`src/tw_pkg.sv`:
```
package tw_pkg;

  localparam int CLK_MHZ     = 125;
  localparam int T_LOW_NS    = 1300;
  localparam int T_HIGH_NS   = 1200;
  localparam int T_SU_STA_NS = 600;
  localparam int T_HD_STA_NS = 600;
  localparam int T_SU_STO_NS = 600;
  localparam int T_BUF_NS    = 1300;

  localparam int TMR_W = 8;

  // Least times, rounded up to whole clock cycles.
  // The long high time keeps a whole bit at 2.5 us or more, since no rise time adds to it.
  localparam logic [TMR_W-1:0] CYC_LOW    = TMR_W'((T_LOW_NS * CLK_MHZ + 999) / 1000);
  localparam logic [TMR_W-1:0] CYC_HIGH   = TMR_W'((T_HIGH_NS * CLK_MHZ + 999) / 1000);
  localparam logic [TMR_W-1:0] CYC_SU_STA = TMR_W'((T_SU_STA_NS * CLK_MHZ + 999) / 1000);
  localparam logic [TMR_W-1:0] CYC_HD_STA = TMR_W'((T_HD_STA_NS * CLK_MHZ + 999) / 1000);
  localparam logic [TMR_W-1:0] CYC_SU_STO = TMR_W'((T_SU_STO_NS * CLK_MHZ + 999) / 1000);
  localparam logic [TMR_W-1:0] CYC_BUF    = TMR_W'((T_BUF_NS * CLK_MHZ + 999) / 1000);

  localparam logic [3:0] BIT_LAST    = 4'h8;
  localparam logic [6:0] ADDR_GC     = 7'h00;
  localparam logic [3:0] ADDR_RSV_HI = 4'hF;

  // Answer word: error flag, acknowledge bit, byte.
  localparam int RSP_W       = 10;
  localparam int RSP_ERR_BIT = 9;
  localparam int RSP_ACK_BIT = 8;

  typedef enum logic [3:0] {
    ST_IDLE     = 4'h0,
    ST_START_A  = 4'h1,
    ST_START_B  = 4'h2,
    ST_BIT_LOW  = 4'h3,
    ST_BIT_HIGH = 4'h4,
    ST_FETCH    = 4'h5,
    ST_RSP      = 4'h6,
    ST_RS_LOW   = 4'h7,
    ST_STOP_A   = 4'h8,
    ST_STOP_B   = 4'h9,
    ST_STOP_C   = 4'hA
  } tw_state_e;

endpackage : tw_pkg

```
`src/tw_strm_if.sv`:
```
`timescale 1ns/10ps
interface tw_strm_if #(
  parameter int W = 8
) ();
  logic         valid;
  logic         ready;
  logic [W-1:0] data;

  modport src (output valid, output data, input ready);
  modport snk (input valid, input data, output ready);
endinterface : tw_strm_if

```
`src/tw_fifo2.sv`:
```
`timescale 1ns/10ps
module tw_fifo2 #(
  parameter int W = 8
) (
  input  wire logic clk,
  input  wire logic rst_n,
  tw_strm_if.snk    in_if,
  tw_strm_if.src    out_if
);

  logic         head_v_r;
  logic [W-1:0] head_d_r;
  logic         tail_v_r;
  logic [W-1:0] tail_d_r;

  wire push = in_if.valid & ~tail_v_r;
  wire pop  = head_v_r & out_if.ready;

  assign in_if.ready  = ~tail_v_r;
  assign out_if.valid = head_v_r;
  assign out_if.data  = head_d_r;

  // The head entry drives the output directly; the tail catches a word during a stall.
  always_ff @(posedge clk or negedge rst_n) begin
    if (!rst_n) begin
      head_v_r <= 1'b0;
      head_d_r <= '0;
      tail_v_r <= 1'b0;
      tail_d_r <= '0;
    end else if (pop && tail_v_r) begin
      head_d_r <= tail_d_r;
      tail_v_r <= 1'b0;
    end else if (pop) begin
      head_v_r <= push;
      head_d_r <= in_if.data;
    end else if (push && head_v_r) begin
      tail_v_r <= 1'b1;
      tail_d_r <= in_if.data;
    end else if (push) begin
      head_v_r <= 1'b1;
      head_d_r <= in_if.data;
    end
  end

endmodule : tw_fifo2

```
`src/tw_master.sv`:
```
// What this block does
// - While the power-reduce input is high the block is idle and releases both lines.
// - Lines are only pulled low or released; the level is read back from the wire.
// - SDA changes only while SCL is held low, except for START and STOP.
// - START and STOP are SDA edges while SCL is high, also seen from others.
// - Bus counts as busy from any START until STOP; no START while busy unless this master owns the bus.
// - A repeated START keeps the bus owned and busy until the next STOP.
// - An address packet is seven address bits, direction bit, acknowledge bit.
// - Direction bit one reads from the slave, zero writes to it.
// - After an unacknowledged address the master sends STOP.
// - The address byte is shifted out most significant bit first.
// - All-zero address with write bit is general call, then data follows.
// - General call with read bit is refused and never sent.
// - Addresses 1111xxx are reserved and refused.
// - A data packet is eight bits, most significant first, then acknowledge.
// - The receiver pulls SDA low in the ninth clock to acknowledge, else NACK.
// - When reading, the last byte is answered with NACK.
// - A master drives SCL and makes START and STOP; a slave only holds SCL low.
// - START with STOP and no data packet is refused.
// - A slave may stretch SCL low; the master waits for release.
`timescale 1ns/10ps
module tw_master (
  input  wire logic       clk,
  input  wire logic       rst_n,
  input  wire logic       serial_if_power_reduce,
  input  wire logic       scl_i,
  output logic            scl_o,
  output logic            scl_oe,
  input  wire logic       sda_i,
  output logic            sda_o,
  output logic            sda_oe,
  input  wire logic       cmd_valid,
  output logic            cmd_ready,
  input  wire logic       cmd_start,
  input  wire logic       cmd_stop,
  input  wire logic       cmd_nack,
  input  wire logic [7:0] cmd_data,
  output logic            rsp_valid,
  input  wire logic       rsp_ready,
  output logic [7:0]      rsp_data,
  output logic            rsp_ack_n,
  output logic            rsp_err,
  output logic            bus_busy,
  output logic            bus_owned
);

  localparam int TW = tw_pkg::TMR_W;

  tw_pkg::tw_state_e state_r;
  tw_pkg::tw_state_e state_nxt;

  logic [TW-1:0] tmr_r;
  logic [TW-1:0] tmr_nxt;
  logic [3:0]    bit_r;
  logic [8:0]    tx_r;
  logic [8:0]    rx_r;
  logic          stop_r;
  logic          is_addr_r;
  logic          rd_mode_r;
  logic          own_r;
  logic          err_r;
  logic          busy_r;
  logic          scl_d_r;
  logic          sda_d_r;
  logic          scl_oe_r;
  logic          scl_oe_nxt;
  logic          sda_oe_r;
  logic          sda_oe_nxt;
  logic          cmd_ready_r;
  logic          scl_o_r;
  logic          sda_o_r;
  logic          scl_s;
  logic          sda_s;

  tw_strm_if #(.W(tw_pkg::RSP_W)) rsp_in ();
  tw_strm_if #(.W(tw_pkg::RSP_W)) rsp_out ();

  tw_sync #(.N(2)) u_sync (
    .clk   (clk),
    .rst_n (rst_n),
    .d_in  ({scl_i, sda_i}),
    .d_out ({scl_s, sda_s})
  );

  tw_fifo2 #(.W(tw_pkg::RSP_W)) u_rsp_buf (
    .clk    (clk),
    .rst_n  (rst_n),
    .in_if  (rsp_in.snk),
    .out_if (rsp_out.src)
  );

  // States in which this master holds SCL low.
  function automatic logic scl_low_in(input tw_pkg::tw_state_e st, input logic own);
    scl_low_in = (st == tw_pkg::ST_BIT_LOW) || (st == tw_pkg::ST_RS_LOW) ||
                 (st == tw_pkg::ST_STOP_A) ||
                 (own && ((st == tw_pkg::ST_FETCH) || (st == tw_pkg::ST_RSP)));
  endfunction : scl_low_in

  // States whose timing may only run while SCL reads high.
  function automatic logic wants_high(input tw_pkg::tw_state_e st);
    wants_high = (st == tw_pkg::ST_START_A) || (st == tw_pkg::ST_BIT_HIGH) ||
                 (st == tw_pkg::ST_STOP_B);
  endfunction : wants_high

  function automatic logic [TW-1:0] phase_len(input tw_pkg::tw_state_e st);
    unique case (st)
      tw_pkg::ST_RS_LOW:   phase_len = tw_pkg::CYC_LOW;
      tw_pkg::ST_START_A:  phase_len = tw_pkg::CYC_SU_STA;
      tw_pkg::ST_START_B:  phase_len = tw_pkg::CYC_HD_STA;
      tw_pkg::ST_BIT_LOW:  phase_len = tw_pkg::CYC_LOW;
      tw_pkg::ST_BIT_HIGH: phase_len = tw_pkg::CYC_HIGH;
      tw_pkg::ST_STOP_A:   phase_len = tw_pkg::CYC_LOW;
      tw_pkg::ST_STOP_B:   phase_len = tw_pkg::CYC_SU_STO;
      tw_pkg::ST_STOP_C:   phase_len = tw_pkg::CYC_BUF;
      default:             phase_len = '0;
    endcase
  endfunction : phase_len

  wire       enabled   = ~serial_if_power_reduce;
  wire       cmd_take  = cmd_valid & cmd_ready_r;
  wire [6:0] cmd_addr  = cmd_data[7:1];
  wire       gc_read   = cmd_start & (cmd_addr == tw_pkg::ADDR_GC) & cmd_data[0];
  wire       rsv_addr  = cmd_start & (cmd_addr[6:3] == tw_pkg::ADDR_RSV_HI);
  wire       no_data   = cmd_start & cmd_stop;
  wire       no_owner  = ~cmd_start & ~own_r;
  wire       cmd_bad   = gc_read | rsv_addr | no_data | no_owner;
  wire       last_nack = cmd_nack | cmd_stop;

  // Address byte, or a write byte, goes out MSB first with SDA released for the ack.
  wire [8:0] tx_load   = (cmd_start | ~rd_mode_r) ? {cmd_data, 1'b1} : {8'hFF, last_nack};

  // Waiting for SCL covers stretching by a slave; waiting for bus_free covers another master's START.
  wire       bus_free  = own_r | ~busy_r;
  wire       start_ok  = (state_r != tw_pkg::ST_START_A) | bus_free;
  wire       line_ok   = (scl_s | ~wants_high(state_r)) & start_ok;
  wire       tmr_zero  = (tmr_r == '0);
  wire       done      = tmr_zero & line_ok;
  wire       last_bit  = (bit_r == tw_pkg::BIT_LAST);
  wire       addr_nack = is_addr_r & rx_r[0];
  wire       start_det = scl_s & scl_d_r & sda_d_r & ~sda_s;
  wire       stop_det  = scl_s & scl_d_r & ~sda_d_r & sda_s;
  wire       st_change = (state_nxt != state_r);

  assign rsp_in.valid = (state_r == tw_pkg::ST_RSP);
  assign rsp_in.data  = {err_r, rx_r[0], rx_r[8:1]};
  assign rsp_out.ready = rsp_ready;

  always_comb begin
    state_nxt = state_r;
    unique case (state_r)
      tw_pkg::ST_IDLE: begin
        if (cmd_take) begin
          state_nxt = cmd_bad ? tw_pkg::ST_RSP : tw_pkg::ST_START_A;
        end
      end
      tw_pkg::ST_FETCH: begin
        if (cmd_take && cmd_bad) begin
          state_nxt = tw_pkg::ST_RSP;
        end else if (cmd_take && cmd_start) begin
          state_nxt = tw_pkg::ST_RS_LOW;
        end else if (cmd_take) begin
          state_nxt = tw_pkg::ST_BIT_LOW;
        end
      end
      tw_pkg::ST_RS_LOW: begin
        if (done) begin
          state_nxt = tw_pkg::ST_START_A;
        end
      end
      tw_pkg::ST_START_A: begin
        if (done) begin
          state_nxt = tw_pkg::ST_START_B;
        end
      end
      tw_pkg::ST_START_B: begin
        if (done) begin
          state_nxt = tw_pkg::ST_BIT_LOW;
        end
      end
      tw_pkg::ST_BIT_LOW: begin
        if (done) begin
          state_nxt = tw_pkg::ST_BIT_HIGH;
        end
      end
      tw_pkg::ST_BIT_HIGH: begin
        if (done) begin
          state_nxt = last_bit ? tw_pkg::ST_RSP : tw_pkg::ST_BIT_LOW;
        end
      end
      tw_pkg::ST_RSP: begin
        if (rsp_in.ready && err_r) begin
          state_nxt = own_r ? tw_pkg::ST_FETCH : tw_pkg::ST_IDLE;
        end else if (rsp_in.ready && (stop_r || addr_nack)) begin
          state_nxt = tw_pkg::ST_STOP_A;
        end else if (rsp_in.ready) begin
          state_nxt = tw_pkg::ST_FETCH;
        end
      end
      tw_pkg::ST_STOP_A: begin
        if (done) begin
          state_nxt = tw_pkg::ST_STOP_B;
        end
      end
      tw_pkg::ST_STOP_B: begin
        if (done) begin
          state_nxt = tw_pkg::ST_STOP_C;
        end
      end
      tw_pkg::ST_STOP_C: begin
        if (done) begin
          state_nxt = tw_pkg::ST_IDLE;
        end
      end
      default: begin
        state_nxt = tw_pkg::ST_IDLE;
      end
    endcase
    if (!enabled) begin
      state_nxt = tw_pkg::ST_IDLE;
    end
  end

  // The phase timer reloads on every state change and holds while line_ok is low: SCL not yet high in a wants_high state, or bus_free low in ST_START_A.
  always_comb begin
    if (st_change) begin
      tmr_nxt = phase_len(state_nxt);
    end else if (line_ok && !tmr_zero) begin
      tmr_nxt = tmr_r - 1'b1;
    end else begin
      tmr_nxt = tmr_r;
    end
  end

  assign scl_oe_nxt = enabled & scl_low_in(state_r, own_r);

  // Data bits move SDA only once SCL has been pulled low; ST_START_B and ST_STOP_C change it under a high clock.
  always_comb begin
    unique case (state_r)
      tw_pkg::ST_IDLE,
      tw_pkg::ST_RS_LOW,
      tw_pkg::ST_START_A,
      tw_pkg::ST_STOP_C:   sda_oe_nxt = 1'b0;
      tw_pkg::ST_START_B,
      tw_pkg::ST_STOP_B:   sda_oe_nxt = 1'b1;
      tw_pkg::ST_BIT_LOW:  sda_oe_nxt = scl_oe_r ? ~tx_r[8] : sda_oe_r;
      tw_pkg::ST_STOP_A:   sda_oe_nxt = scl_oe_r | sda_oe_r;
      default:             sda_oe_nxt = sda_oe_r;
    endcase
    if (!enabled) begin
      sda_oe_nxt = 1'b0;
    end
  end

  always_ff @(posedge clk or negedge rst_n) begin
    if (!rst_n) begin
      state_r <= tw_pkg::ST_IDLE;
      tmr_r   <= '0;
    end else begin
      state_r <= state_nxt;
      tmr_r   <= tmr_nxt;
    end
  end

  always_ff @(posedge clk or negedge rst_n) begin
    if (!rst_n) begin
      scl_oe_r    <= 1'b0;
      sda_oe_r    <= 1'b0;
      scl_o_r     <= 1'b0;
      sda_o_r     <= 1'b0;
      cmd_ready_r <= 1'b0;
    end else begin
      scl_oe_r    <= scl_oe_nxt;
      sda_oe_r    <= sda_oe_nxt;
      scl_o_r     <= 1'b0;
      sda_o_r     <= 1'b0;
      cmd_ready_r <= enabled & ((state_nxt == tw_pkg::ST_IDLE) | (state_nxt == tw_pkg::ST_FETCH));
    end
  end

  // Command latch: a good command loads the shifter, a bad one only raises the error and clears bit_r.
  always_ff @(posedge clk or negedge rst_n) begin
    if (!rst_n) begin
      tx_r      <= '1;
      stop_r    <= 1'b0;
      is_addr_r <= 1'b0;
      rd_mode_r <= 1'b0;
      err_r     <= 1'b0;
      bit_r     <= '0;
    end else if (cmd_take) begin
      err_r <= cmd_bad;
      bit_r <= '0;
      if (!cmd_bad) begin
        tx_r      <= tx_load;
        stop_r    <= cmd_stop;
        is_addr_r <= cmd_start;
      end
      if (!cmd_bad && cmd_start) begin
        rd_mode_r <= cmd_data[0];
      end
    end else if (state_r == tw_pkg::ST_BIT_HIGH && done) begin
      tx_r  <= {tx_r[7:0], 1'b1};
      bit_r <= bit_r + 4'h1;
    end
  end

  // Each bit is sampled at the end of its high phase.
  always_ff @(posedge clk or negedge rst_n) begin
    if (!rst_n) begin
      rx_r <= '0;
    end else if (state_r == tw_pkg::ST_BIT_HIGH && done) begin
      rx_r <= {rx_r[7:0], sda_s};
    end
  end

  always_ff @(posedge clk or negedge rst_n) begin
    if (!rst_n) begin
      own_r <= 1'b0;
    end else if (!enabled || (state_r == tw_pkg::ST_STOP_C && done)) begin
      own_r <= 1'b0;
    end else if (state_r == tw_pkg::ST_START_B && done) begin
      own_r <= 1'b1;
    end
  end

  // Busy follows every START and STOP seen on the wire, ours or another master's.
  always_ff @(posedge clk or negedge rst_n) begin
    if (!rst_n) begin
      scl_d_r <= 1'b1;
      sda_d_r <= 1'b1;
      busy_r  <= 1'b0;
    end else begin
      scl_d_r <= scl_s;
      sda_d_r <= sda_s;
      if (stop_det) begin
        busy_r <= 1'b0;
      end else if (start_det) begin
        busy_r <= 1'b1;
      end
    end
  end

  assign scl_o     = scl_o_r;
  assign sda_o     = sda_o_r;
  assign scl_oe    = scl_oe_r;
  assign sda_oe    = sda_oe_r;
  assign cmd_ready = cmd_ready_r;
  assign rsp_valid = rsp_out.valid;
  assign rsp_data  = rsp_out.data[7:0];
  assign rsp_ack_n = rsp_out.data[tw_pkg::RSP_ACK_BIT];
  assign rsp_err   = rsp_out.data[tw_pkg::RSP_ERR_BIT];
  assign bus_busy  = busy_r;
  assign bus_owned = own_r;

endmodule : tw_master

```
`src/tw_sync.sv`:
```
`timescale 1ns/10ps
module tw_sync #(
  parameter int N = 2
) (
  input  wire logic         clk,
  input  wire logic         rst_n,
  input  wire logic [N-1:0] d_in,
  output logic      [N-1:0] d_out
);

  logic [N-1:0] meta_r;
  logic [N-1:0] sync_r;

  // Released open-drain lines idle high, so both stages reset high.
  always_ff @(posedge clk or negedge rst_n) begin
    if (!rst_n) begin
      meta_r <= {N{1'b1}};
      sync_r <= {N{1'b1}};
    end else begin
      meta_r <= d_in;
      sync_r <= meta_r;
    end
  end

  assign d_out = sync_r;

endmodule : tw_sync
```
`config.mk`:
```
export PLATFORM = sky130hd
export DESIGN_NAME = tw_master
export DESIGN_NICKNAME = d
export VERILOG_FILES = /design/src/tw_pkg.sv /design/src/tw_strm_if.sv /design/src/tw_fifo2.sv /design/src/tw_master.sv /design/src/tw_sync.sv
export SDC_FILE = /design/constraint.sdc
export NUM_CORES = 1
export LEC_CHECK = 0
export BUFFER_PORTS_ARGS = -buffer_cell sky130_fd_sc_hd__clkbuf_2
export CAP_MARGIN = 20
export CORE_UTILIZATION = 38
export DETAILED_ROUTE_END_ITERATION = 8
export HOLD_SLACK_MARGIN = 0.1
export SETUP_SLACK_MARGIN = 0.2
export SLEW_MARGIN = 30
export SYNTH_ARGS = -nofsm -noshare
export SYNTH_HDL_FRONTEND = slang
export SYNTH_SLANG_ARGS = --single-unit
```
`constraint.sdc`:
```
create_clock -name clk -period 7.9 [get_ports clk]
set_input_delay 1.58 -clock clk [delete_from_list [all_inputs] [get_ports clk]]
set_output_delay 1.58 -clock clk [all_outputs]
set_load 0.02 [all_outputs]
```
# ---- Yosys cells after proc, flatten, opt, wreduce, memory -nomap -nowiden
# Memories as Yosys holds them, arrays and structs flattened.
# Index checks and enable logic that the tools add are counted.
dict set report word_totals {
  memories 1
  regBits 71
  inputBits 18
  elab_cells 175
  romBits 128
}
# memory depth width rd rd_ports_with_merged_regs wr line_no
set memory_table {}
lappend memory_table {{(name not given)} 16 8 1 0 0 tw_master.sv:106} ;# unique case (st)
dict set report classes {
  n_eq_ne 20
  muxes 45
  n_reduce_logical 44
  bitwise_logic 41
  add_sub_neg 2
}
# op count
set op_table {}
lappend op_table {{$mux 4} 18}
lappend op_table {{$pmux 4 s11} 1}
lappend op_table {{$mux 10} 4}
lappend op_table {{$mux 9} 4}
lappend op_table {{$eq 4x3->1 const B} 5}
lappend op_table {{$eq 4x4->1 const B} 5}
lappend op_table {{$and 1x1->1} 18}
lappend op_table {{$mux 8} 2}
lappend op_table {{$not 1->1} 13}
lappend op_table {{$logic_and 1x1->1} 12}
lappend op_table {{$mux 1} 12}
lappend op_table {{$reduce_and 2->1} 6}
lappend op_table {{$reduce_bool 2->1} 6}
lappend op_table {{$or 1x1->1} 10}
lappend op_table {{$mux 3} 3}
lappend op_table {{$eq 4x2->1 const B} 2}
lappend op_table {{$logic_not 4->1} 2}
lappend op_table {{$logic_not 8->1} 1}
lappend op_table {{$logic_or 1x1->1} 8}
lappend op_table {{$sub 8x1->8 const B} 1}
lappend op_table {{$logic_not 7->1} 1}
lappend op_table {{$reduce_and 3->1} 2}
lappend op_table {{$reduce_bool 5->1} 1}
lappend op_table {{$add 4x1->4 const B} 1}
lappend op_table {{12 further kinds} 14}

# ---- Longest topological paths before layout
# Gate-level depths: netlist of the first run.
dict set report logic_depth {
  word_depth 13
  depth_mapped 14
}

# ---- Cells and area by module
# A second synthesis of the first run with hierarchy kept.
dict set report hier_totals {
  cells_unflattened 382
  area_unflattened_um2 3980.1
}
# mod instances area_per_inst_um2 cells_per_inst
set modules_own_cells {}
lappend modules_own_cells {tw_master 1 2919.0 310}
lappend modules_own_cells {tw_fifo2 1 955.9 68}
lappend modules_own_cells {tw_sync 1 105.1 4}

# ---- Worst setup path after synthesis of the first run
# OpenSTA, ideal clock, no wires.
dict set report synth_path {
  path_type {in2reg}
  start {in cmd_valid}
  end {reg tmr_r[1]}
  setup_slack_ns 4.177
  setup_time_ns 0.079
  arrival_time_ns 3.643
  required_ns 7.821
  path_buffers 1
  cell_stages 12
  path_cell_list {and2_1 clkbuf_1 and3_2 o221a_4 nor4_1 nand2b_1 inv_1 ha_1 nand2_1 o21ai_0 mux2_4 mux2i_1}
}
dict set report synth_via {
  elab_chain_cells 8
}
# item line_no
set synth_rtl {}
lappend synth_rtl {{start, declared} tw_master.sv:32} ;# input wire logic cmd_valid,
lappend synth_rtl {{$and 1x1->1 (*)} tw_master.sv:120} ;# wire cmd_take = cmd_valid & cmd_ready_r;
lappend synth_rtl {{$mux 4 or $logic_and 1x1->1 (tied branches)} {tw_master.sv:161, tw_master.sv:159}}
lappend synth_rtl {{$mux 4} tw_master.sv:159} ;# end else if (cmd_take && cmd_start) begin
lappend synth_rtl {{$mux 4} tw_master.sv:157} ;# if (cmd_take && cmd_bad) begin
lappend synth_rtl {{$pmux 4 s11 (*)} tw_master.sv:150} ;# unique case (state_r)
lappend synth_rtl {{$mux 4 (*)} tw_master.sv:218} ;# if (!enabled) begin
lappend synth_rtl {{net state_nxt[0]} tw_master.sv:50} ;# tw_pkg::tw_state_e state_nxt;
lappend synth_rtl {{$mem_v2 16x8 or $ne 4x4->1 (tied branches)} n/a}
lappend synth_rtl {{$mux 8 or $reduce_bool 2->1 (tied branches)} n/a}
lappend synth_rtl {{end signal, assigned} tw_master.sv:260} ;# tmr_r <= tmr_nxt;
lappend synth_rtl {{end, declared} tw_master.sv:52} ;# logic [TW-1:0] tmr_r;
# Mark *: on every way through the listed nets, which the timed path passes. The rest lies on a longest branch.
# A chain may end at the register's enable or synchronous reset.

# ---- Final worst setup path of the first run
# Ends and elaborated chain as after synthesis.

==> results of run 1 <==
[area by class of cell]
cell class | count | area [um2]
inverter | 16 | 60.1
tap | 133 | 166
fill | 979 | 5480
multi-input combinational | 288 | 1900
sequential | 71 | 1800
clock inverter | 7 | 101
clock buffer | 9 | 124
timing repair buffer | 36 | 191
[path summary, 6_finish.rpt]
check | from | slack [ns] | endpoint
max | cmd_valid | 3.96 | tmr_r[1]$_DFFE_PN0P_
min | u_sync.meta_r[1]$_DFF_PN1_ | 0.36 | u_sync.d_out[1]$_DFF_PN1_
max reg2reg | state_r[1]$_DFF_PN0_ | 4.22 | tmr_r[0]$_DFFE_PN0P_
min reg2reg | u_sync.meta_r[1]$_DFF_PN1_ | 0.36 | u_sync.d_out[1]$_DFF_PN1_
max in group asynchronous | rst_n | 6.14 | cmd_ready$_DFF_PN0_
min in group asynchronous | rst_n | 1.33 | u_rsp_buf.out_if.data[7]$_DFFE_PN0P_
[cell families (layout without fill, tap and decap cells)]
group	Yosys count	after routing
AO/OA/AOI/OAI	85	85
XOR/XNOR	10	10
adder cells (fa/ha/maj)	9	9
buffers and inverters	34	68
flip-flops	71	71
multiplexers	33	33
other	1	2
AND/OR/NAND/NOR	149	149
[worst register-to-register path: stages (launching register included)]
cell	delay, ns
sky130_fd_sc_hd__dfrtp_1	0.63
sky130_fd_sc_hd__nor4b_1	0.58
sky130_fd_sc_hd__nand4_1	0.59
sky130_fd_sc_hd__a31oi_1	0.52
sky130_fd_sc_hd__nor4_1	0.16
sky130_fd_sc_hd__nand2b_1	0.20
sky130_fd_sc_hd__inv_1	0.12
sky130_fd_sc_hd__ha_1	0.26
sky130_fd_sc_hd__nand2_1	0.07
sky130_fd_sc_hd__o2bb2a_1	0.27
sky130_fd_sc_hd__nand3_1	0.09
sky130_fd_sc_hd__mux2i_1	0.06
[state kept, by name (all words and copies together) (netlist names), 2 cells and up]
register / flops
u_rsp_buf.out_if.data: 10
u_rsp_buf.tail_d_r: 10
rx_r: 9
tx_r: 9
tmr_r: 8
bit_r: 4
state_r: 4
u_sync.d_out: 2
u_sync.meta_r: 2
[where the power goes]
group / switching, uW / internal [uW]
Sequential: 96.4 / 471
Combinational: 322 / 248
Clock: 149 / 181
[per-layer routing]
| layer | up-vias | GRT usage [%] | part of all wire (%) |
|---|---|---|---|
| li1 | 1463 | - | - |
| met1 | 1415 | 23.2 | 49 |
| met2 | 73 | 26.4 | 45 |
| met3 | 11 | 4.27 | 4.5 |
| met4 | 0 | 5.27 | 1.6 |
| met5 | - | 0 | 0 |
[through the flow]
step / instance area, um2 / cells / utilization, %
global route: 4340 / 560 / 44.2
floorplan: 3860 / 393 / -
finish: 4340 / 560 / 44.2
detailed placement: 4110 / 544 / 41.9
CTS: 4340 / 560 / 44.2
global placement: 4100 / 543 / 41.8
[cell usage after synthesis (3+ instances only)]
master	number	area share [%]
sky130_fd_sc_hd__xnor2_1	7	1.6
sky130_fd_sc_hd__xor2_1	3	0.68
sky130_fd_sc_hd__a31oi_1	5	0.81
sky130_fd_sc_hd__mux2i_1	19	4.9
sky130_fd_sc_hd__mux2_2	13	3.8
sky130_fd_sc_hd__nand4_1	3	0.49
sky130_fd_sc_hd__nor4_1	6	0.97
sky130_fd_sc_hd__buf_4	6	1.2
sky130_fd_sc_hd__o22ai_1	12	1.9
sky130_fd_sc_hd__nand2b_1	3	0.49
sky130_fd_sc_hd__a21oi_1	22	2.9
sky130_fd_sc_hd__ha_1	8	2.6
sky130_fd_sc_hd__dfstp_2	15	10
sky130_fd_sc_hd__inv_1	16	1.6
sky130_fd_sc_hd__nand3_1	12	1.6
sky130_fd_sc_hd__nand2_1	60	5.8
sky130_fd_sc_hd__o21ai_0	19	2.5
sky130_fd_sc_hd__nor2_1	32	3.1
sky130_fd_sc_hd__clkbuf_1	9	0.88
sky130_fd_sc_hd__and2_1	4	0.65
sky130_fd_sc_hd__nor3_1	6	0.78
sky130_fd_sc_hd__dfrtp_1	56	36
==> metrics.txt, run 1 <==
total number of placement rows=36; main combinational cell family by area after synthesis=simple AND/OR/NAND/NOR gates; count of buffering cells on the critical path with inverters included=2; number of buffers on the longest clock path=2; accumulated negative setup slack=0 ns; cts repair resizes=0; die boundary height=103 um; core outline area=0.00982 mm2; global-route wire length before repair=13800 um; count of cells along the worst hold path=0; clock-pin transition on the worst setup and hold timing paths=0.08 ns; clock tree root buffer cell=sky130_fd_sc_hd__clkbuf_8; IO Pins=36; actual slew at the worst max-slew pin=0.847 ns; reg2reg path depth=11; Worst Path Class, Setup=in2reg; fin nets=448; count of synthesis-stage warnings from yosys=0; Leakage=0.00201 uW; cells traversed along the worst timing path=clkbuf_2 -> and2_1 -> and3_2 -> o221a_4 -> nor4_1 -> nand2b_1 -> inv_1 -> ha_1 -> nand2_1 -> o21ai_0 -> mux2_4 -> mux2i_1; sequential fraction of the synthesis area=46.6%; Yosys cell types=68; master of the slowest instance on the critical path=sky130_fd_sc_hd__nor4_1; Final Max Slew Viols=0; H-tree levels=3; outcome=completed; most common library cell in the layout ignoring fill and taps=sky130_fd_sc_hd__nand2_1; fraction of the mapped netlist area in simple logic gates=19.9%; count of antenna-violating nets left after detailed routing=0; Post-Synthesis Cells=392; area growth from synthesis to layout=12.6%; sort of element at the start of the critical path=primary input; post-DR wirelength/cell=14.4 um; P per Cell Area=338 mW/mm2; Worst setup EP type=flop; DP HPWL=5590 um; flops & latches, synth=71; CTS tree=built; top library cells by usage in the layout, fill and taps aside=sky130_fd_sc_hd__nand2_1 (60), sky130_fd_sc_hd__dfrtp_1 (56), sky130_fd_sc_hd__nor2_1 (32), sky130_fd_sc_hd__clkbuf_2 (32), sky130_fd_sc_hd__a21oi_1 (22); post-synth design cell area=0.00385 mm2; hold-fix buffer count after cts=0; class of the tightest hold or removal check=reg2reg; final worst-path cycle share=49.9%; Synth Area in Adders=2.86%; Total Wirelength=8050 um; pin count of the biggest net entering global routing=72; Chip Width=103 um; number of DRC markers after the initial detailed-route iteration=171; highest achievable clock rate=254 MHz; worst-case hold slack=0.359 ns; GRT overflow=0; final hold violation count=0; Clock Sinks=71; number of stages on the worst setup path=12; drt via density=5.29; required time worst endpoint=8.18 ns; vias after detailed routing=2962; # Max-Cap Violations=0; clock network latency to the later pin of the worst-skew pair=0.35 ns; Worst path top cell family by delay=simple AND/OR/NAND/NOR gates; buffers inserted during post-CTS setup optimization=0; Final WS setup=3.96 ns; minimum clock period after layout=3.94 ns; crit path max fanout=17; final number of setup-violating endpoints=0; post-synthesis xor/xnor area fraction=2.27%; per-instance average area after synthesis=9.83 um2; starting density of the core=39.2%; global routing usage summed across all routing layers=17.0%; CP Data Arrival Time=4.22 ns; CTS buffer count=9; antenna violations before repair=0; worst setup skew after layout=0.00997 ns; number of synthesized flops with an enable pin=0; most common flop cell mapped by yosys=sky130_fd_sc_hd__dfrtp_1; IR Drop Worst-Case VDD=0.000131 V; drt first pass iters=4; Diodes inserted=0; worst slack at placement=3.68 ns; number of global-route vias before repair=2856; total power after layout=1470 uW; share of cells above drive strength 1=23.9%; share of flip-flops with an asynchronous set or reset after synthesis=100%; mux share of post-synthesis cell area=9.12%; number of remaining DRC errors=0; maximum cell stage delay along the critical path=0.56 ns; final weighted congestion in routability-driven placement=0.855; relative slew slack=42.9%; area of the die=0.0105 mm2; compound-gate portion of the synthesized area=14.9%; setup repair after global routing missed its margin=false; port buffer count=33
Power figures use the tool's default switching activity.
==> run 2, diff against run 1 <==
==> constraint.sdc (replaced) <==
create_clock -name clk -period 3.5 [get_ports clk]
set_input_delay 0.7 -clock clk [delete_from_list [all_inputs] [get_ports clk]]
set_output_delay 0.7 -clock clk [all_outputs]
set_load 0.02 [all_outputs]
==> metrics.txt, run 2 (synthesis results as in run 1) <==
outcome=completed; die boundary height=103 um; core outline area=0.00982 mm2; Chip Width=103 um; fin nets=454; Most Crowded Layer GR=met2; post-layout instance area=0.00439 mm2; post-route core utilization=44.7%; # Max-Cap Violations=0; count of buffering cells on the critical path with inverters included=1; final hold violation count=0; final worst-path cycle share=88.2%; total placed instance area=0.00416 mm2; sort of element at the start of the critical path=flop; number of buffers on the longest clock path=2; starting density of the core=39.2%; met1 Resource Use GR=23.3%; clock network latency to the later pin of the worst-skew pair=0.35 ns; clock-pin transition on the worst setup and hold timing paths=0.08 ns; clock tree root buffer cell=sky130_fd_sc_hd__clkbuf_8; CP Data Arrival Time=3.32 ns; share of cells above drive strength 1=24.9%; minimum clock period after layout=3.09 ns; master of the slowest instance on the critical path=sky130_fd_sc_hd__dfrtp_1; DP HPWL=5770 um; count of antenna-violating nets left after detailed routing=0; worst setup skew after layout=0.00890 ns; class of the tightest hold or removal check=in2async; Total Wirelength=8190 um; most common library cell in the layout ignoring fill and taps=sky130_fd_sc_hd__nand2_1; antenna violations before repair=0; IR Drop Worst-Case VDD=0.000339 V; number of non-filler instances in the completed layout=566; top library cells by usage in the layout, fill and taps aside=sky130_fd_sc_hd__nand2_1 (60), sky130_fd_sc_hd__dfrtp_1 (56), sky130_fd_sc_hd__nor2_1 (32), sky130_fd_sc_hd__clkbuf_2 (32), sky130_fd_sc_hd__a21oi_1 (21); CTS tree=built; Worst path top cell family by delay=compound AO/OA/AOI/OAI gates; Worst Path Class, Setup=reg2reg; crit path max fanout=17; accumulated negative setup slack=0 ns; vias after detailed routing=2965; Diodes inserted=0; buffers inserted during post-CTS setup optimization=0; Worst setup EP type=flop; P per Cell Area=764 mW/mm2; number of global-route vias before repair=2840; final number of setup-violating endpoints=0; maximum cell stage delay along the critical path=0.68 ns; Filler Cell Count=1009; area of the die=0.0105 mm2; Clock Sinks=71; Final Max Slew Viols=0; drt first pass iters=4; global routing usage summed across all routing layers=17.1%; GR met3 Demand/Resource=4.20%; CTS buffer count=9; GRT overflow=0; Leakage=0.00204 uW; reg2reg path depth=11; IO Pins=36; Placed Cells incl. Taps=550; port buffer count=33; relative slew slack=46.1%; number of DRC markers after the initial detailed-route iteration=136; final weighted congestion in routability-driven placement=0.907; met2 Usage GRT=26.9%; number of remaining DRC errors=0; setup repair after global routing missed its margin=false; drt via density=5.24; H-tree levels=3; worst-case hold slack=0.343 ns; cells traversed along the worst timing path=nand4bb_1 -> a21o_1 -> o32ai_1 -> nor4_1 -> nand2b_1 -> inv_1 -> ha_1 -> nand2_1 -> o2bb2a_1 -> nand3_1 -> mux2i_1; area growth from synthesis to layout=13.9%; pin count of the biggest net entering global routing=48; number of stages on the worst setup path=11; required time worst endpoint=3.73 ns; global-route wire length before repair=13800 um; total number of placement rows=36; actual slew at the worst max-slew pin=0.800 ns; flop2flop setup slack=0.41 ns; highest achievable clock rate=324 MHz; post-DR wirelength/cell=14.5 um
-- run 2: stage by stage --
step                total power (uW)  setup WS [ns]
floorplan                       2260          0.657
global placement                2590          0.357
detailed placement              2610          0.334
CTS                             3370          0.390
global route                    3620          0.214
finish                          3350          0.412
-- run 2: area by class of cell --
cell class	count	area [um2]	share of cell area, %
well taps	133	166	3.79
multi-input cells	288	1910	43.5
clock buffers	10	128	2.91
repair buffers	42	235	5.36
flip-flops and latches	71	1800	40.9
clock inverters	6	93.8	2.14
inverters	16	60.1	1.37
-- run 2: path summary, 6_finish.rpt --
path / start / to
max in group asynchronous: rst_n / tx_r[1]$_DFFE_PN1P_
worst min register to register: u_sync.meta_r[1]$_DFF_PN1_ / u_sync.d_out[1]$_DFF_PN1_
worst max register to register: state_r[2]$_DFF_PN0_ / tmr_r[0]$_DFFE_PN0P_
worst max-delay path: state_r[2]$_DFF_PN0_ / tmr_r[0]$_DFFE_PN0P_
worst min-delay path: rst_n / u_rsp_buf.out_if.data[6]$_DFFE_PN0P_
min in group clk: u_sync.meta_r[1]$_DFF_PN1_ / u_sync.d_out[1]$_DFF_PN1_
-- run 2: metal layers --
layer,routed length (um),share of wire (%)
met1,4080,50
met2,3650,45
met3,378,4.6
met4,84,1.0
met5,0,0
-- run 2: what timing repair did --
item	CTS	global route
hold buffers	0	0
resized for setup	0	1
setup endpoints to repair	0	2
-- run 2: power breakdown --
group	leakage [uW]	internal (uW)	switching, uW
sequential	0.000891	1060	203
clock	0.000107	407	333
combinational	0.00104	591	754
total	0.00204	2060	1290
==> run 3, diff against run 2 <==
--- a/config.mk
+++ b/config.mk
@@ -10,6 +10,7 @@
 export CORE_UTILIZATION = 38
 export DETAILED_ROUTE_END_ITERATION = 8
 export HOLD_SLACK_MARGIN = 0.1
+export PLACE_DENSITY_LB_ADDON = 0.15
 export SETUP_SLACK_MARGIN = 0.2
 export SLEW_MARGIN = 30
 export SYNTH_ARGS = -nofsm -noshare
==> constraint.sdc (replaced) <==
create_clock -name clk -period 3.6 [get_ports clk]
set_input_delay 0.72 -clock clk [delete_from_list [all_inputs] [get_ports clk]]
set_output_delay 0.72 -clock clk [all_outputs]
set_load 0.02 [all_outputs]
==> metrics.txt, run 3 (synthesis results as in run 1) <==
Worst setup EP type=flop; cells traversed along the worst timing path=inv_1 -> ha_1 -> nor3b_4 -> nand3_1 -> a21boi_2 -> a21oi_1 -> nor4_1 -> nand2b_1 -> inv_1 -> ha_1 -> nand2_1 -> o21ai_0 -> mux2_4 -> mux2i_1; final hold violation count=0; relative contribution of the clock network to total power=22.4%; drt via density=5.26; total internal power=2050 uW; clock network latency to the later pin of the worst-skew pair=0.34 ns; maximum cell stage delay along the critical path=0.42 ns; Final Max Slew Viols=0; post-DR wirelength/cell=14.8 um; core outline area=0.00982 mm2; accumulated negative setup slack=0 ns; CTS buffer count=9; number of DRC markers after the initial detailed-route iteration=98; final number of setup-violating endpoints=0; Chip Width=103 um; master of the slowest instance on the critical path=sky130_fd_sc_hd__nor4_1; most common library cell in the layout ignoring fill and taps=sky130_fd_sc_hd__nand2_1; required time worst endpoint=3.86 ns; total placed instance area=0.00417 mm2; number of global-route vias before repair=2891; global routing usage summed across all routing layers=17.4%; area of the die=0.0105 mm2; area growth from synthesis to layout=14.4%; drt first pass iters=5; Worst Path Class, Setup=reg2reg; IO Pins=36; crit path max fanout=7; # Max-Cap Violations=0; global-route wire length before repair=14000 um; count of antenna-violating nets left after detailed routing=0; count of buffering cells on the critical path with inverters included=2; starting density of the core=39.2%; minimum clock period after layout=3.04 ns; number of remaining DRC errors=0; Total Wirelength=8350 um; top library cells by usage in the layout, fill and taps aside=sky130_fd_sc_hd__nand2_1 (60), sky130_fd_sc_hd__dfrtp_1 (56), sky130_fd_sc_hd__nor2_1 (32), sky130_fd_sc_hd__clkbuf_2 (32), sky130_fd_sc_hd__a21oi_1 (21); share of total power in sequential cells=37.2%; final weighted congestion in routability-driven placement=0.850; relative slew slack=41.9%; die boundary height=103 um; Filler Cell Count=995; antenna violations before repair=0; fin nets=454; clock-pin transition on the worst setup and hold timing paths=0.07 ns; CTS tree=built; CP Launch Point=tmr_r[0]$_DFFE_PN0P_; number of buffers on the longest clock path=2; actual slew at the worst max-slew pin=0.862 ns; Leakage=0.00205 uW; class of the tightest hold or removal check=reg2reg; port buffer count=33; final worst-path cycle share=84.5%; part of the power in combinational logic=40.5%; DP HPWL=6000 um; Worst path top cell family by delay=simple AND/OR/NAND/NOR gates; Critical R2R Launch=tmr_r[0]$_DFFE_PN0P_; CP Data Arrival Time=3.30 ns; sort of element at the start of the critical path=flop; IR Drop Worst-Case VDD=0.000294 V; outcome=completed; Worst Hold Launch=u_sync.meta_r[1]$_DFF_PN1_; setup repair after global routing missed its margin=false; GRT overflow=0; Clock Sinks=71; total number of placement rows=36; H-tree levels=3; Diodes inserted=0; worst setup skew after layout=0.0107 ns; clock tree root buffer cell=sky130_fd_sc_hd__clkbuf_8; share of cells above drive strength 1=24.9%; vias after detailed routing=2976; highest achievable clock rate=329 MHz; pin count of the biggest net entering global routing=38; switching power as a share of total power=37.8%; P per Cell Area=746 mW/mm2; Switch Pwr=1240 uW; post-layout instance area=0.00441 mm2
run 3: changes by cell type in the layout (fill, tap and decap cells not counted):
| cell | delta |
|---|---|
| sky130_fd_sc_hd__buf_12 | +1 |
| sky130_fd_sc_hd__buf_2 | +1 |
| sky130_fd_sc_hd__buf_4 | -2 |
| sky130_fd_sc_hd__clkbuf_8 | +2 |
| sky130_fd_sc_hd__clkinv_4 | -2 |
run 3: layout make-up:
class | instances | area, um2 | area share (%)
multi-input cells | 288 | 1910 | 43.3
clock buffers | 12 | 155 | 3.52
well taps | 133 | 166 | 3.77
clock inverters | 4 | 76.3 | 1.73
flip-flops and latches | 71 | 1800 | 40.7
repair buffers | 42 | 245 | 5.56
inverters | 16 | 60.1 | 1.36
run 3: power groups by stage:
stage               Sequential (uW)  Combinational (uW)  Clock, uW
floorplan                      1260                 939          0
global placement               1230                1310          0
global route                   1250                1490        787
CTS                            1220                1330        760
detailed placement             1230                1330          0
finish                         1220                1330        736
run 3: through the flow:
stage                     util, %  total power, uW  hold WS, ns  worst slack, ns  instances
after floorplan                 -             2200        0.345            0.737        393
after global placement       42.5             2540        0.345            0.438        550
after detailed placement     42.5             2560        0.348            0.374        550
after CTS                    44.8             3310        0.359            0.486        566
after global routing         44.9             3530        0.361            0.253        566
final                        44.9             3290        0.358            0.560        566
run 3: worst reg2reg max path: cells and delay by family, from the launching register on:
| family | cells | cell delay, ns |
|---|---|---|
| buf+inv | 2 | 0.21 |
| mux | 2 | 0.36 |
| simple gates | 5 | 1.17 |
| compound gates | 3 | 0.36 |
| fa+ha+maj | 2 | 0.46 |
| flops | 1 | 0.39 |
run 3: final timing paths:
check,cells past startpoint,to,slack (ns)
min in group asynchronous,1,u_rsp_buf.out_if.data[5]$_DFFE_PN0P_,0.47
worst min-delay path,0,u_sync.d_out[1]$_DFF_PN1_,0.36
max in group asynchronous,2,tmr_r[1]$_DFFE_PN0P_,2.45
worst max-delay path,14,tmr_r[1]$_DFFE_PN0P_,0.56
worst max register to register,14,tmr_r[1]$_DFFE_PN0P_,0.56
worst min register to register,0,u_sync.d_out[1]$_DFF_PN1_,0.36
run 3: what timing repair did:
action	4_1_cts	5_1_grt
resized for setup	0	1
buffers inserted	0	0
hold buffers	0	0
endpoints found under the setup margin	0	2
run 3: layer usage:
| metal | share of wire [%] | GRT usage, % | up-vias |
|---|---|---|---|
| met2 | 45 | 27.1 | 88 |
| met1 | 49 | 23.6 | 1404 |
| met3 | 4.5 | 3.80 | 14 |
| met5 | 0 | 0 | - |
| li1 | - | - | 1470 |
| met4 | 1.6 | 6.59 | 0 |
